==> src/inc/tcrp_regs.svh <==
`ifndef TCRP_REGS_SVH
`define TCRP_REGS_SVH

// ==========================================
// image geometry
`define TCRP_NUM_BYTES 14
`define TCRP_IMAGE_BITS 112
`define TCRP_CNT_W 7

// ==========================================
// byte positions, byte 1 sits at bit 111..104 of the image
`define TCRP_BYTE_LOW_ZERO 1
`define TCRP_BYTE_MID_ZERO 2
`define TCRP_BYTE_HIGH_ZERO 3
`define TCRP_BYTE_OB_ZERO 4
`define TCRP_BYTE_LOW_GAIN 5
`define TCRP_BYTE_BANDWIDTH 6
`define TCRP_BYTE_MAN_GAIN 7
`define TCRP_BYTE_AMPLITUDE 8
`define TCRP_BYTE_COMMON_MODE 9
`define TCRP_BYTE_BAL_INIT 10
`define TCRP_BYTE_BAL_TEMP 11
`define TCRP_BYTE_OVERLAP 12
`define TCRP_BYTE_LOS_THRESH 13
`define TCRP_BYTE_MODE 14

// ==========================================
// power-up defaults
`define TCRP_RST_LOW_ZERO 8'hff
`define TCRP_RST_MID_ZERO 8'hff
`define TCRP_RST_HIGH_ZERO 8'h80
`define TCRP_RST_OB_ZERO 8'h00
`define TCRP_RST_LOW_GAIN 8'h80
`define TCRP_RST_BANDWIDTH 8'h80
`define TCRP_RST_MAN_GAIN 8'hff
`define TCRP_RST_AMPLITUDE 8'h80
`define TCRP_RST_COMMON_MODE 8'h5a
`define TCRP_RST_BAL_INIT 8'h80
`define TCRP_RST_BAL_TEMP 8'h80
`define TCRP_RST_OVERLAP 8'h80
`define TCRP_RST_LOS_THRESH 8'h80
`define TCRP_RST_MODE 8'h00

// ==========================================
// mode byte fields
`define TCRP_MODE_INPUT_SEL 7
`define TCRP_MODE_AGC_EN 5
`define TCRP_MODE_LOW_ADAPT 4
`define TCRP_MODE_MID_ADAPT 3
`define TCRP_MODE_HIGH_ADAPT 2
`define TCRP_MODE_WMASK 8'hbc

`endif

==> src/inc/tcrp_pkg.sv <==
package tcrp_pkg;

    typedef enum logic [1:0] {
        TCRP_IDLE,
        TCRP_WRITE,
        TCRP_READ
    } tcrp_state_t;

    typedef logic [7:0] tcrp_byte_t;

endpackage : tcrp_pkg

==> src/hw/tcrp_port.sv <==
`timescale 1ns/10ps
`include "tcrp_regs.svh"
// What this block does
// - holds a fourteen-byte control image reached over the three-wire port
// - samples input on rising serial clock, changes output after falling edge
// - write frame updates registers only when select rises, not while shifting
// - read frame starts driving register contents out when select rises
// - all registers take their defaults at power-up without a transfer
// - bytes travel 1 through 14, each most significant bit first
// - bytes 1 to 8 are zeros, output zero, gains, bandwidth, amplitude
// - byte 9 is input common-mode level, default 01011010
// - bytes 10 and 11 are adaptation balance initial and temperature
// - byte 12 is zero range overlap, default 10000000
// - byte 13 is signal loss threshold, default 10000000
// - read/write pulled low, select pulled high when undriven
// - a read never alters any stored control value
// - input select bit picks input one at 0, input two at 1
module tcrp_port #(
    parameter int NUM_BYTES = `TCRP_NUM_BYTES
) (
    input wire logic clk_sys_i,
    input wire logic arst_n_i,
    input wire logic port_select_n_i,
    input wire logic serial_clk_i,
    input wire logic serial_data_i,
    input wire logic read_enable_i,
    input wire logic read_enable_drive_i,
    input wire logic port_select_drive_i,
    output logic serial_data_o,
    output logic serial_data_oe_o,
    output logic [7:0] low_zero_level_o,
    output logic [7:0] mid_zero_level_o,
    output logic [7:0] high_zero_level_o,
    output logic [7:0] output_buffer_zero_level_o,
    output logic [7:0] low_band_gain_level_o,
    output logic [7:0] bandwidth_level_o,
    output logic [7:0] manual_gain_level_o,
    output logic [7:0] amplitude_target_o,
    output logic [7:0] input_common_mode_level_o,
    output logic [7:0] adapt_balance_initial_o,
    output logic [7:0] adapt_balance_temperature_o,
    output logic [7:0] zero_range_overlap_o,
    output logic [7:0] signal_loss_threshold_o,
    output logic second_input_select_o,
    output logic auto_gain_enable_o,
    output logic low_zero_adapt_enable_o,
    output logic mid_zero_adapt_enable_o,
    output logic high_zero_adapt_enable_o
);

    localparam int IMG_W = NUM_BYTES * 8;
    localparam logic [IMG_W-1:0] IMG_RESET = {
        `TCRP_RST_LOW_ZERO,
        `TCRP_RST_MID_ZERO,
        `TCRP_RST_HIGH_ZERO,
        `TCRP_RST_OB_ZERO,
        `TCRP_RST_LOW_GAIN,
        `TCRP_RST_BANDWIDTH,
        `TCRP_RST_MAN_GAIN,
        `TCRP_RST_AMPLITUDE,
        `TCRP_RST_COMMON_MODE,
        `TCRP_RST_BAL_INIT,
        `TCRP_RST_BAL_TEMP,
        `TCRP_RST_OVERLAP,
        `TCRP_RST_LOS_THRESH,
        `TCRP_RST_MODE
    };

    // ==========================================
    // byte extraction, byte 1 is the most significant
    function automatic tcrp_pkg::tcrp_byte_t img_byte(input logic [IMG_W-1:0] img, input int idx);
        img_byte = img[IMG_W - 8*idx +: 8];
    endfunction : img_byte

    // ==========================================
    // reset release
    logic [1:0] rst_sync_reg;
    logic rst_n;
    always_ff @(posedge clk_sys_i or negedge arst_n_i)
    begin
        if (!arst_n_i)
            rst_sync_reg <= 2'h0;
        else
            rst_sync_reg <= {rst_sync_reg[0], 1'b1};
    end
    assign rst_n = rst_sync_reg[1];

    // ==========================================
    // pin synchronisers; undriven select idles high, undriven read/write means write
    logic [1:0] sel_sync_reg;
    logic [1:0] sclk_sync_reg;
    logic [1:0] sdi_sync_reg;
    logic [1:0] rd_sync_reg;
    wire sel_pin = port_select_drive_i ? port_select_n_i : 1'b1;
    wire rd_pin = read_enable_drive_i ? read_enable_i : 1'b0;

    always_ff @(posedge clk_sys_i or negedge rst_n)
    begin
        if (!rst_n)
            sel_sync_reg <= 2'h3;
        else
            sel_sync_reg <= {sel_sync_reg[0], sel_pin};
    end

    always_ff @(posedge clk_sys_i or negedge rst_n)
    begin
        if (!rst_n)
            sclk_sync_reg <= 2'h0;
        else
            sclk_sync_reg <= {sclk_sync_reg[0], serial_clk_i};
    end

    always_ff @(posedge clk_sys_i or negedge rst_n)
    begin
        if (!rst_n)
            sdi_sync_reg <= 2'h0;
        else
            sdi_sync_reg <= {sdi_sync_reg[0], serial_data_i};
    end

    always_ff @(posedge clk_sys_i or negedge rst_n)
    begin
        if (!rst_n)
            rd_sync_reg <= 2'h0;
        else
            rd_sync_reg <= {rd_sync_reg[0], rd_pin};
    end

    // ==========================================
    // edge detection on synchronised copies
    logic sel_d_reg;
    logic sclk_d_reg;
    always_ff @(posedge clk_sys_i or negedge rst_n)
    begin
        if (!rst_n)
            sel_d_reg <= 1'b1;
        else
            sel_d_reg <= sel_sync_reg[1];
    end

    always_ff @(posedge clk_sys_i or negedge rst_n)
    begin
        if (!rst_n)
            sclk_d_reg <= 1'b0;
        else
            sclk_d_reg <= sclk_sync_reg[1];
    end

    wire sel_fall = sel_d_reg & ~sel_sync_reg[1];
    wire sel_rise = ~sel_d_reg & sel_sync_reg[1];
    wire sclk_rise = ~sclk_d_reg & sclk_sync_reg[1];
    wire sclk_fall = sclk_d_reg & ~sclk_sync_reg[1];
    wire sel_active = ~sel_sync_reg[1];

    // ==========================================
    // frame state
    tcrp_pkg::tcrp_state_t state_reg;
    tcrp_pkg::tcrp_state_t state_next;
    always_comb
    begin
        state_next = state_reg;
        case (state_reg)
            tcrp_pkg::TCRP_IDLE:
                if (sel_fall)
                    state_next = rd_sync_reg[1] ? tcrp_pkg::TCRP_READ : tcrp_pkg::TCRP_WRITE;
            tcrp_pkg::TCRP_WRITE:
                if (sel_rise)
                    state_next = tcrp_pkg::TCRP_IDLE;
            tcrp_pkg::TCRP_READ:
                if (sel_fall)
                    state_next = rd_sync_reg[1] ? tcrp_pkg::TCRP_READ : tcrp_pkg::TCRP_WRITE;
            default:
                state_next = tcrp_pkg::TCRP_IDLE;
        endcase
    end

    // ==========================================
    // image, shift path and read-out path
    logic [IMG_W-1:0] image_reg;
    logic [IMG_W-1:0] shift_reg;
    logic [IMG_W-1:0] out_reg;
    logic sdo_reg;
    logic sdo_oe_reg;
    logic [IMG_W-1:0] mode_mask;
    assign mode_mask = {{(IMG_W-8){1'b1}}, `TCRP_MODE_WMASK};
    wire in_write = state_reg == tcrp_pkg::TCRP_WRITE;
    wire in_read = state_reg == tcrp_pkg::TCRP_READ;
    wire write_commit = in_write & sel_rise;
    wire read_start = sel_rise & rd_sync_reg[1] & ~in_write;
    wire read_stop = in_read & sel_fall;
    wire shift_en = in_write & sel_active & sclk_rise;
    wire out_advance = sdo_oe_reg & sclk_fall;
    wire [IMG_W-1:0] shift_next = {shift_reg[IMG_W-2:0], sdi_sync_reg[1]};
    wire [IMG_W-1:0] out_shift = {out_reg[IMG_W-2:0], 1'b0};
    wire [IMG_W-1:0] image_next = write_commit ? (shift_reg & mode_mask) : image_reg;
    logic [IMG_W-1:0] out_next;
    logic sdo_next;
    logic sdo_oe_next;

    always_ff @(posedge clk_sys_i or negedge rst_n)
    begin
        if (!rst_n)
            state_reg <= tcrp_pkg::TCRP_IDLE;
        else
            state_reg <= state_next;
    end

    // ==========================================
    // control image, committed only when a write frame ends
    always_ff @(posedge clk_sys_i or negedge rst_n)
    begin
        if (!rst_n)
            image_reg <= IMG_RESET;
        else
            image_reg <= image_next;
    end

    // ==========================================
    // write shift path
    always_ff @(posedge clk_sys_i or negedge rst_n)
    begin
        if (!rst_n)
            shift_reg <= '0;
        else if (shift_en)
            shift_reg <= shift_next;
    end

    // ==========================================
    // read-out next values
    always_comb
    begin
        out_next = out_reg;
        sdo_next = sdo_reg;
        sdo_oe_next = sdo_oe_reg;
        if (read_start)
        begin
            out_next = {image_reg[IMG_W-2:0], 1'b0};
            sdo_next = image_reg[IMG_W-1];
            sdo_oe_next = 1'b1;
        end
        else if (read_stop)
        begin
            out_next = '0;
            sdo_next = 1'b0;
            sdo_oe_next = 1'b0;
        end
        else if (out_advance)
        begin
            out_next = out_shift;
            sdo_next = out_reg[IMG_W-1];
        end
    end

    // ==========================================
    // read-out registers
    always_ff @(posedge clk_sys_i or negedge rst_n)
    begin
        if (!rst_n)
            out_reg <= '0;
        else
            out_reg <= out_next;
    end

    always_ff @(posedge clk_sys_i or negedge rst_n)
    begin
        if (!rst_n)
            sdo_reg <= 1'b0;
        else
            sdo_reg <= sdo_next;
    end

    always_ff @(posedge clk_sys_i or negedge rst_n)
    begin
        if (!rst_n)
            sdo_oe_reg <= 1'b0;
        else
            sdo_oe_reg <= sdo_oe_next;
    end

    // ==========================================
    // control outputs
    assign low_zero_level_o = img_byte(image_reg, `TCRP_BYTE_LOW_ZERO);
    assign mid_zero_level_o = img_byte(image_reg, `TCRP_BYTE_MID_ZERO);
    assign high_zero_level_o = img_byte(image_reg, `TCRP_BYTE_HIGH_ZERO);
    assign output_buffer_zero_level_o = img_byte(image_reg, `TCRP_BYTE_OB_ZERO);
    assign low_band_gain_level_o = img_byte(image_reg, `TCRP_BYTE_LOW_GAIN);
    assign bandwidth_level_o = img_byte(image_reg, `TCRP_BYTE_BANDWIDTH);
    assign manual_gain_level_o = img_byte(image_reg, `TCRP_BYTE_MAN_GAIN);
    assign amplitude_target_o = img_byte(image_reg, `TCRP_BYTE_AMPLITUDE);
    assign input_common_mode_level_o = img_byte(image_reg, `TCRP_BYTE_COMMON_MODE);
    assign adapt_balance_initial_o = img_byte(image_reg, `TCRP_BYTE_BAL_INIT);
    assign adapt_balance_temperature_o = img_byte(image_reg, `TCRP_BYTE_BAL_TEMP);
    assign zero_range_overlap_o = img_byte(image_reg, `TCRP_BYTE_OVERLAP);
    assign signal_loss_threshold_o = img_byte(image_reg, `TCRP_BYTE_LOS_THRESH);
    assign second_input_select_o = image_reg[`TCRP_MODE_INPUT_SEL];
    assign auto_gain_enable_o = image_reg[`TCRP_MODE_AGC_EN];
    assign low_zero_adapt_enable_o = image_reg[`TCRP_MODE_LOW_ADAPT];
    assign mid_zero_adapt_enable_o = image_reg[`TCRP_MODE_MID_ADAPT];
    assign high_zero_adapt_enable_o = image_reg[`TCRP_MODE_HIGH_ADAPT];
    assign serial_data_o = sdo_reg;
    assign serial_data_oe_o = sdo_oe_reg;

endmodule : tcrp_port

==> config.mk <==
export PLATFORM = sky130hd
export DESIGN_NAME = tcrp_port
export DESIGN_NICKNAME = d
export VERILOG_FILES = /design/src/inc/tcrp_pkg.sv /design/src/hw/tcrp_port.sv
export VERILOG_INCLUDE_DIRS = /design/src /design/src/inc
export SDC_FILE = /design/constraint.sdc
export NUM_CORES = 1
export LEC_CHECK = 0
export ABC_AREA = 1
export BUFFER_PORTS_ARGS = -buffer_cell sky130_fd_sc_hd__buf_2
export CORE_ASPECT_RATIO = 0.75
export CORE_UTILIZATION = 50
export DETAILED_ROUTE_END_ITERATION = 7
export PLACE_DENSITY = 0.77
export SETUP_SLACK_MARGIN = 0.4
export SYNTH_ARGS = -nofsm -noshare
export SYNTH_HDL_FRONTEND = slang
export SYNTH_SLANG_ARGS = --single-unit
==> constraint.sdc <==
create_clock -name clk_sys_i -period 16.75 [get_ports clk_sys_i]
set_input_delay 1.675 -clock clk_sys_i [delete_from_list [all_inputs] [get_ports clk_sys_i]]
set_output_delay 1.675 -clock clk_sys_i [all_outputs]
set_load 0.02 [all_outputs]
## Word-level counts from Yosys, hierarchy flattened

Cells that the tools add are included.

- Bits in registers: 349
- Input port bits: 8
- Logic and storage cells: 52

- Equal/unequal tests: 4
- Mux-type cells: 14
- Bitwise logic cells: 16
- Reductions and logical operators: 5

Operators with widths:

| kind | count |
|---|---|
| $mux W112 | 3 |
| $and A1 B1 Y1 | 11 |
| $mux W1 | 7 |
| $mux W2 | 3 |
| $not A1 Y1 | 5 |
| $pmux W2 S2 | 1 |
| $reduce_bool A3 Y1 | 1 |
| $eq A2 B1 Y1 const B | 1 |
| $eq A2 B2 Y1 const B | 1 |
| $logic_not A2 Y1 | 1 |
| $ne A2 B1 Y1 const B | 1 |
| $ne A2 B2 Y1 const B | 1 |
| $reduce_and A2 Y1 | 1 |
| $reduce_bool A2 Y1 | 1 |
| $reduce_or A2 Y1 | 1 |

## Longest topological paths before layout

- Depth after elaboration: 6
- Mapped depth: 11

## Worst setup path after synthesis

Ideal clock, no wire load.

- Path kind: reg-to-output
- Start: register image_reg[39]
- End: output adapt_balance_initial_o[7]
- Arrival: 0.571 ns
- Required time: 15.075 ns
- Slack: 14.504 ns
- Stages on the path, launching flop included: 1
- Cell sequence: dfstp_2

RTL lines:

| what | RTL line | text |
|---|---|---|
| from (decl) | tcrp_port.sv:179 | `logic [IMG_W-1:0] image_reg;` |
| from (signal assigned) | tcrp_port.sv:215 | `image_reg <= image_next;` |
| to (decl) | tcrp_port.sv:40 | `output logic [7:0] adapt_balance_initial_o,` |

No word-level cell between the ends.

## Final worst setup path

- Start: register state_reg[0]
- End: register shift_reg[42]

- Word-level cells in the longest chain between the ends: 3

Ends and longest elaborated chain:

| what | RTL line | text |
|---|---|---|
| from (decl) | tcrp_port.sv:157 | `tcrp_pkg::tcrp_state_t state_reg;` |
| from (signal assigned) | tcrp_port.sv:203 | `state_reg <= tcrp_pkg::TCRP_IDLE;` |
| from (signal assigned) | tcrp_port.sv:205 | `state_reg <= state_next;` |
| $eq A2 B1 Y1 | tcrp_port.sv:186 | `wire in_write = state_reg == tcrp_pkg::TCRP_WRITE;` |
| $and A1 B1 Y1 (2 in series) | tcrp_port.sv:191 | `wire shift_en = in_write & sel_active & sclk_rise;` |
| to (signal assigned) | tcrp_port.sv:225 | `shift_reg <= shift_next;` |
| to (decl) | tcrp_port.sv:180 | `logic [IMG_W-1:0] shift_reg;` |

Every way passes these cells.
A chain may end at the register's enable or synchronous reset.

==> results.yml <==
status:
  status: "finished clean"
setup_path:
  startpoint_type: "register"
  cp.required_ns: 17.07
  r2r_slack_ns: 12.89
  crit-reg2reg-launch: "state_reg[0]"
  critPathLaunch: "state_reg[0]"
  slowest_stage: "buf_4"
  crit_fanout: 138
  r2r_cells: 6
  cpPeakStageDelay_ns: 0.97
  cp-endpoint: "shift_reg[42]"
  path_common_cell: "buf_4"
  crit_chain: "nand2_4, buf_4, inv_2, nand4_4, buf_4, o21ai_0"
  r2r-end: "shift_reg[42]"
  worstSetupPathType: "register to register"
  crit_path_end_kind: "register"
  arrival_ns: 4.18
  crit_family: "buffers and inverters"
  critPathBufInv: 3
  crit_cells: 6
clock_network:
  cts_buffers: 36
  cts_setup_buffers: 0
  hold_buffers: 0
  cts_buffer_depth: 3
  htreeDepth: 2
  cts_resized: 0
  cts.clk_slew.worst_paths_ns: 0.06
  cts_sinks: 346
  clock_latency_ns: 0.51
  cts_tree: "yes"
  cts_root_buffer: "clkbuf_16"
flow_run:
  cap_violations: 0
finish:
  drive_gt1_share_pct: 13.43
  largest_reg_flops: 112
  multiInputGateArea_um2: 4949
  nets: 1754
  syn_to_final_growth_pct: 12.06
  n_fill_cell: 2437
  ff_latch_area_um2: 8715
  diodes: 0
power:
  p_per_area_nw_per_um2: 109.2
  power_w: 0.001800
  p_leak_nw: 8.320
  peakVddDrop_uv: 60.33
sta:
  worst_slew_pin_slew_ns: 1.283
  slew_viol_final: 0
  period_needed_ns: 3.857
  period_share_pct: 23.02
  fmax_ghz: 0.2593
  setup_viol: 0
  clock-skew-final_ns: 0.01609
  hold_violations: 0
  slew_headroom_pct: 14.45
  tns_ns: 0
  rsz0062_at_grt: "false"
  setup_slack_ns: 12.89
die:
  coreArea_um2: 28450
  dieArea_um2: 30100
  start_util_pct: 51.68
  rows: 53
  io_pins: 119
  die_w_um: 200.0
  die_y_um: 150.5
route:
  drt_iter0_markers: 1027
  vias_per_cell: 5.349
  ant_nets: 0
  drc: 0
  firstDrtPassIters: 5
  drt_wl_total_um: 33160
  wl_per_cell_um: 15.37
  vias: 11538
grt:
  grt_max_degree: 199
  grt_pass1_wl_um: 56210
  track_usage_pct: 22.93
  grt_pass1_vias: 10815
  antenna_found_initial: 0
  grt-ovfl-total: 0
placed_design:
  port_buffers: 118
  dp_hpwl_um: 18120
  pre_cts_ws_ns: 12.97
  gp_congestion: 0.7487
logic_synthesis:
  synth_edf_count: 0
  yosys_warnings: 0
  yosys-top-cells-area: "dfrtp_1, nand2_1, dfstp_2, o21ai_0, nand4_1"
  synth_cell_types: 25
  avgSynthCellArea_um2: 8.598
  netlist_area_um2: 14700
  yosysTopAreaCell: "dfrtp_1"
  seq_area_frac_synth_pct: 59.22
  synth_common_cells: "nand2_1, dfrtp_1, o21ai_0"
  synth_top_area_share_pct: 52.25
  syn_inst: 1710
  synth_most_common_cell: "nand2_1"
  ys_ff_latch: 346
  synth_fp_nets: 1718
  async_flop_share_pct: 100.0
  synth_ff_type: "dfrtp_1"
hold_path:
  min_path_type: "register to register"
[cells by family (layout without fill, tap and decap cells)]
family	count (synthesis)	count (layout)	synth area share, %
AND/OR/NAND/NOR	886	886	25.70
buffers and inverters	252	314	7.344
flip-flops	346	346	59.22
other	1	1	0.02551
AO/OA/AOI/OAI	225	225	7.710
[routing by layer]
metal / part of all wire, % / vias to the layer above / GRT usage [%] / wire length [µm]
li1: - / 5588 / - / -
met1: 49 / 5567 / 35.82 / 16100
met2: 43 / 329 / 32.83 / 14370
met3: 6.1 / 54 / 3.875 / 2017
met4: 2.0 / 0 / 6.107 / 664
met5: 0 / - / 0 / 0
[cell usage in the layout, fill, tap and decap left out, types with 4 or more instances in the layout]
| cell type | n |
|---|---|
| clkbuf_16 | 37 |
| clkinv_2 | 4 |
| o21ai_1 | 35 |
| o21ai_0 | 183 |
| dfrtp_1 | 305 |
| nand2_1 | 654 |
| clkbuf_8 | 12 |
| a21oi_1 | 4 |
| inv_1 | 117 |
| buf_2 | 118 |
| dfstp_2 | 39 |
| nand3_1 | 108 |
| buf_4 | 10 |
| clkbuf_1 | 8 |
| nand4_1 | 109 |
| nor2_1 | 7 |
[area by class of cell]
class                      instances  area share, %
sequential                       346          52.89
tap                              385          2.924
inverter                         121          2.772
clock buffer                      57          6.804
multi-input combinational       1112          30.03
clock inverter                     7         0.4101
timing repair buffer             129          4.162
[metrics by stage]
| step | instances | hold slack, ns | instance area, µm² | utilization, % |
|---|---|---|---|---|
| floorplan | 1710 | 0.3312 | 14700 | - |
| detailed placement | 2093 | 0.3393 | 15290 | 53.74 |
| CTS | 2157 | 0.3529 | 16480 | 57.91 |
| global route | 2157 | 0.3566 | 16480 | 57.91 |
| finish | 2157 | 0.3510 | 16480 | 57.91 |
| global placement | 2093 | 0.3327 | 15290 | 53.74 |
[worst min path at each step]
stage,startpoint,to,slack (ns),cells past startpoint
4_1_cts,sclk_sync_reg[0],sclk_sync_reg[1],0.35,0
5_1_grt,rd_sync_reg[0],rd_sync_reg[1],0.36,0
3_3_place_gp,rd_sync_reg[0],rd_sync_reg[1],0.33,0
3_5_place_dp,rd_sync_reg[0],rd_sync_reg[1],0.34,0
2_1_floorplan,rd_sync_reg[0],rd_sync_reg[1],0.33,0
6_report,rd_sync_reg[0],rd_sync_reg[1],0.35,0
[report_power, final]
part	leakage, nW	switching [W]	internal [W]
sequential	4.66	0.0000131	0.000855
combinational	3.07	0.000117	0.0000210
clock	0.590	0.000319	0.000475
No activity file was read; power rests on OpenSTA's default activity.
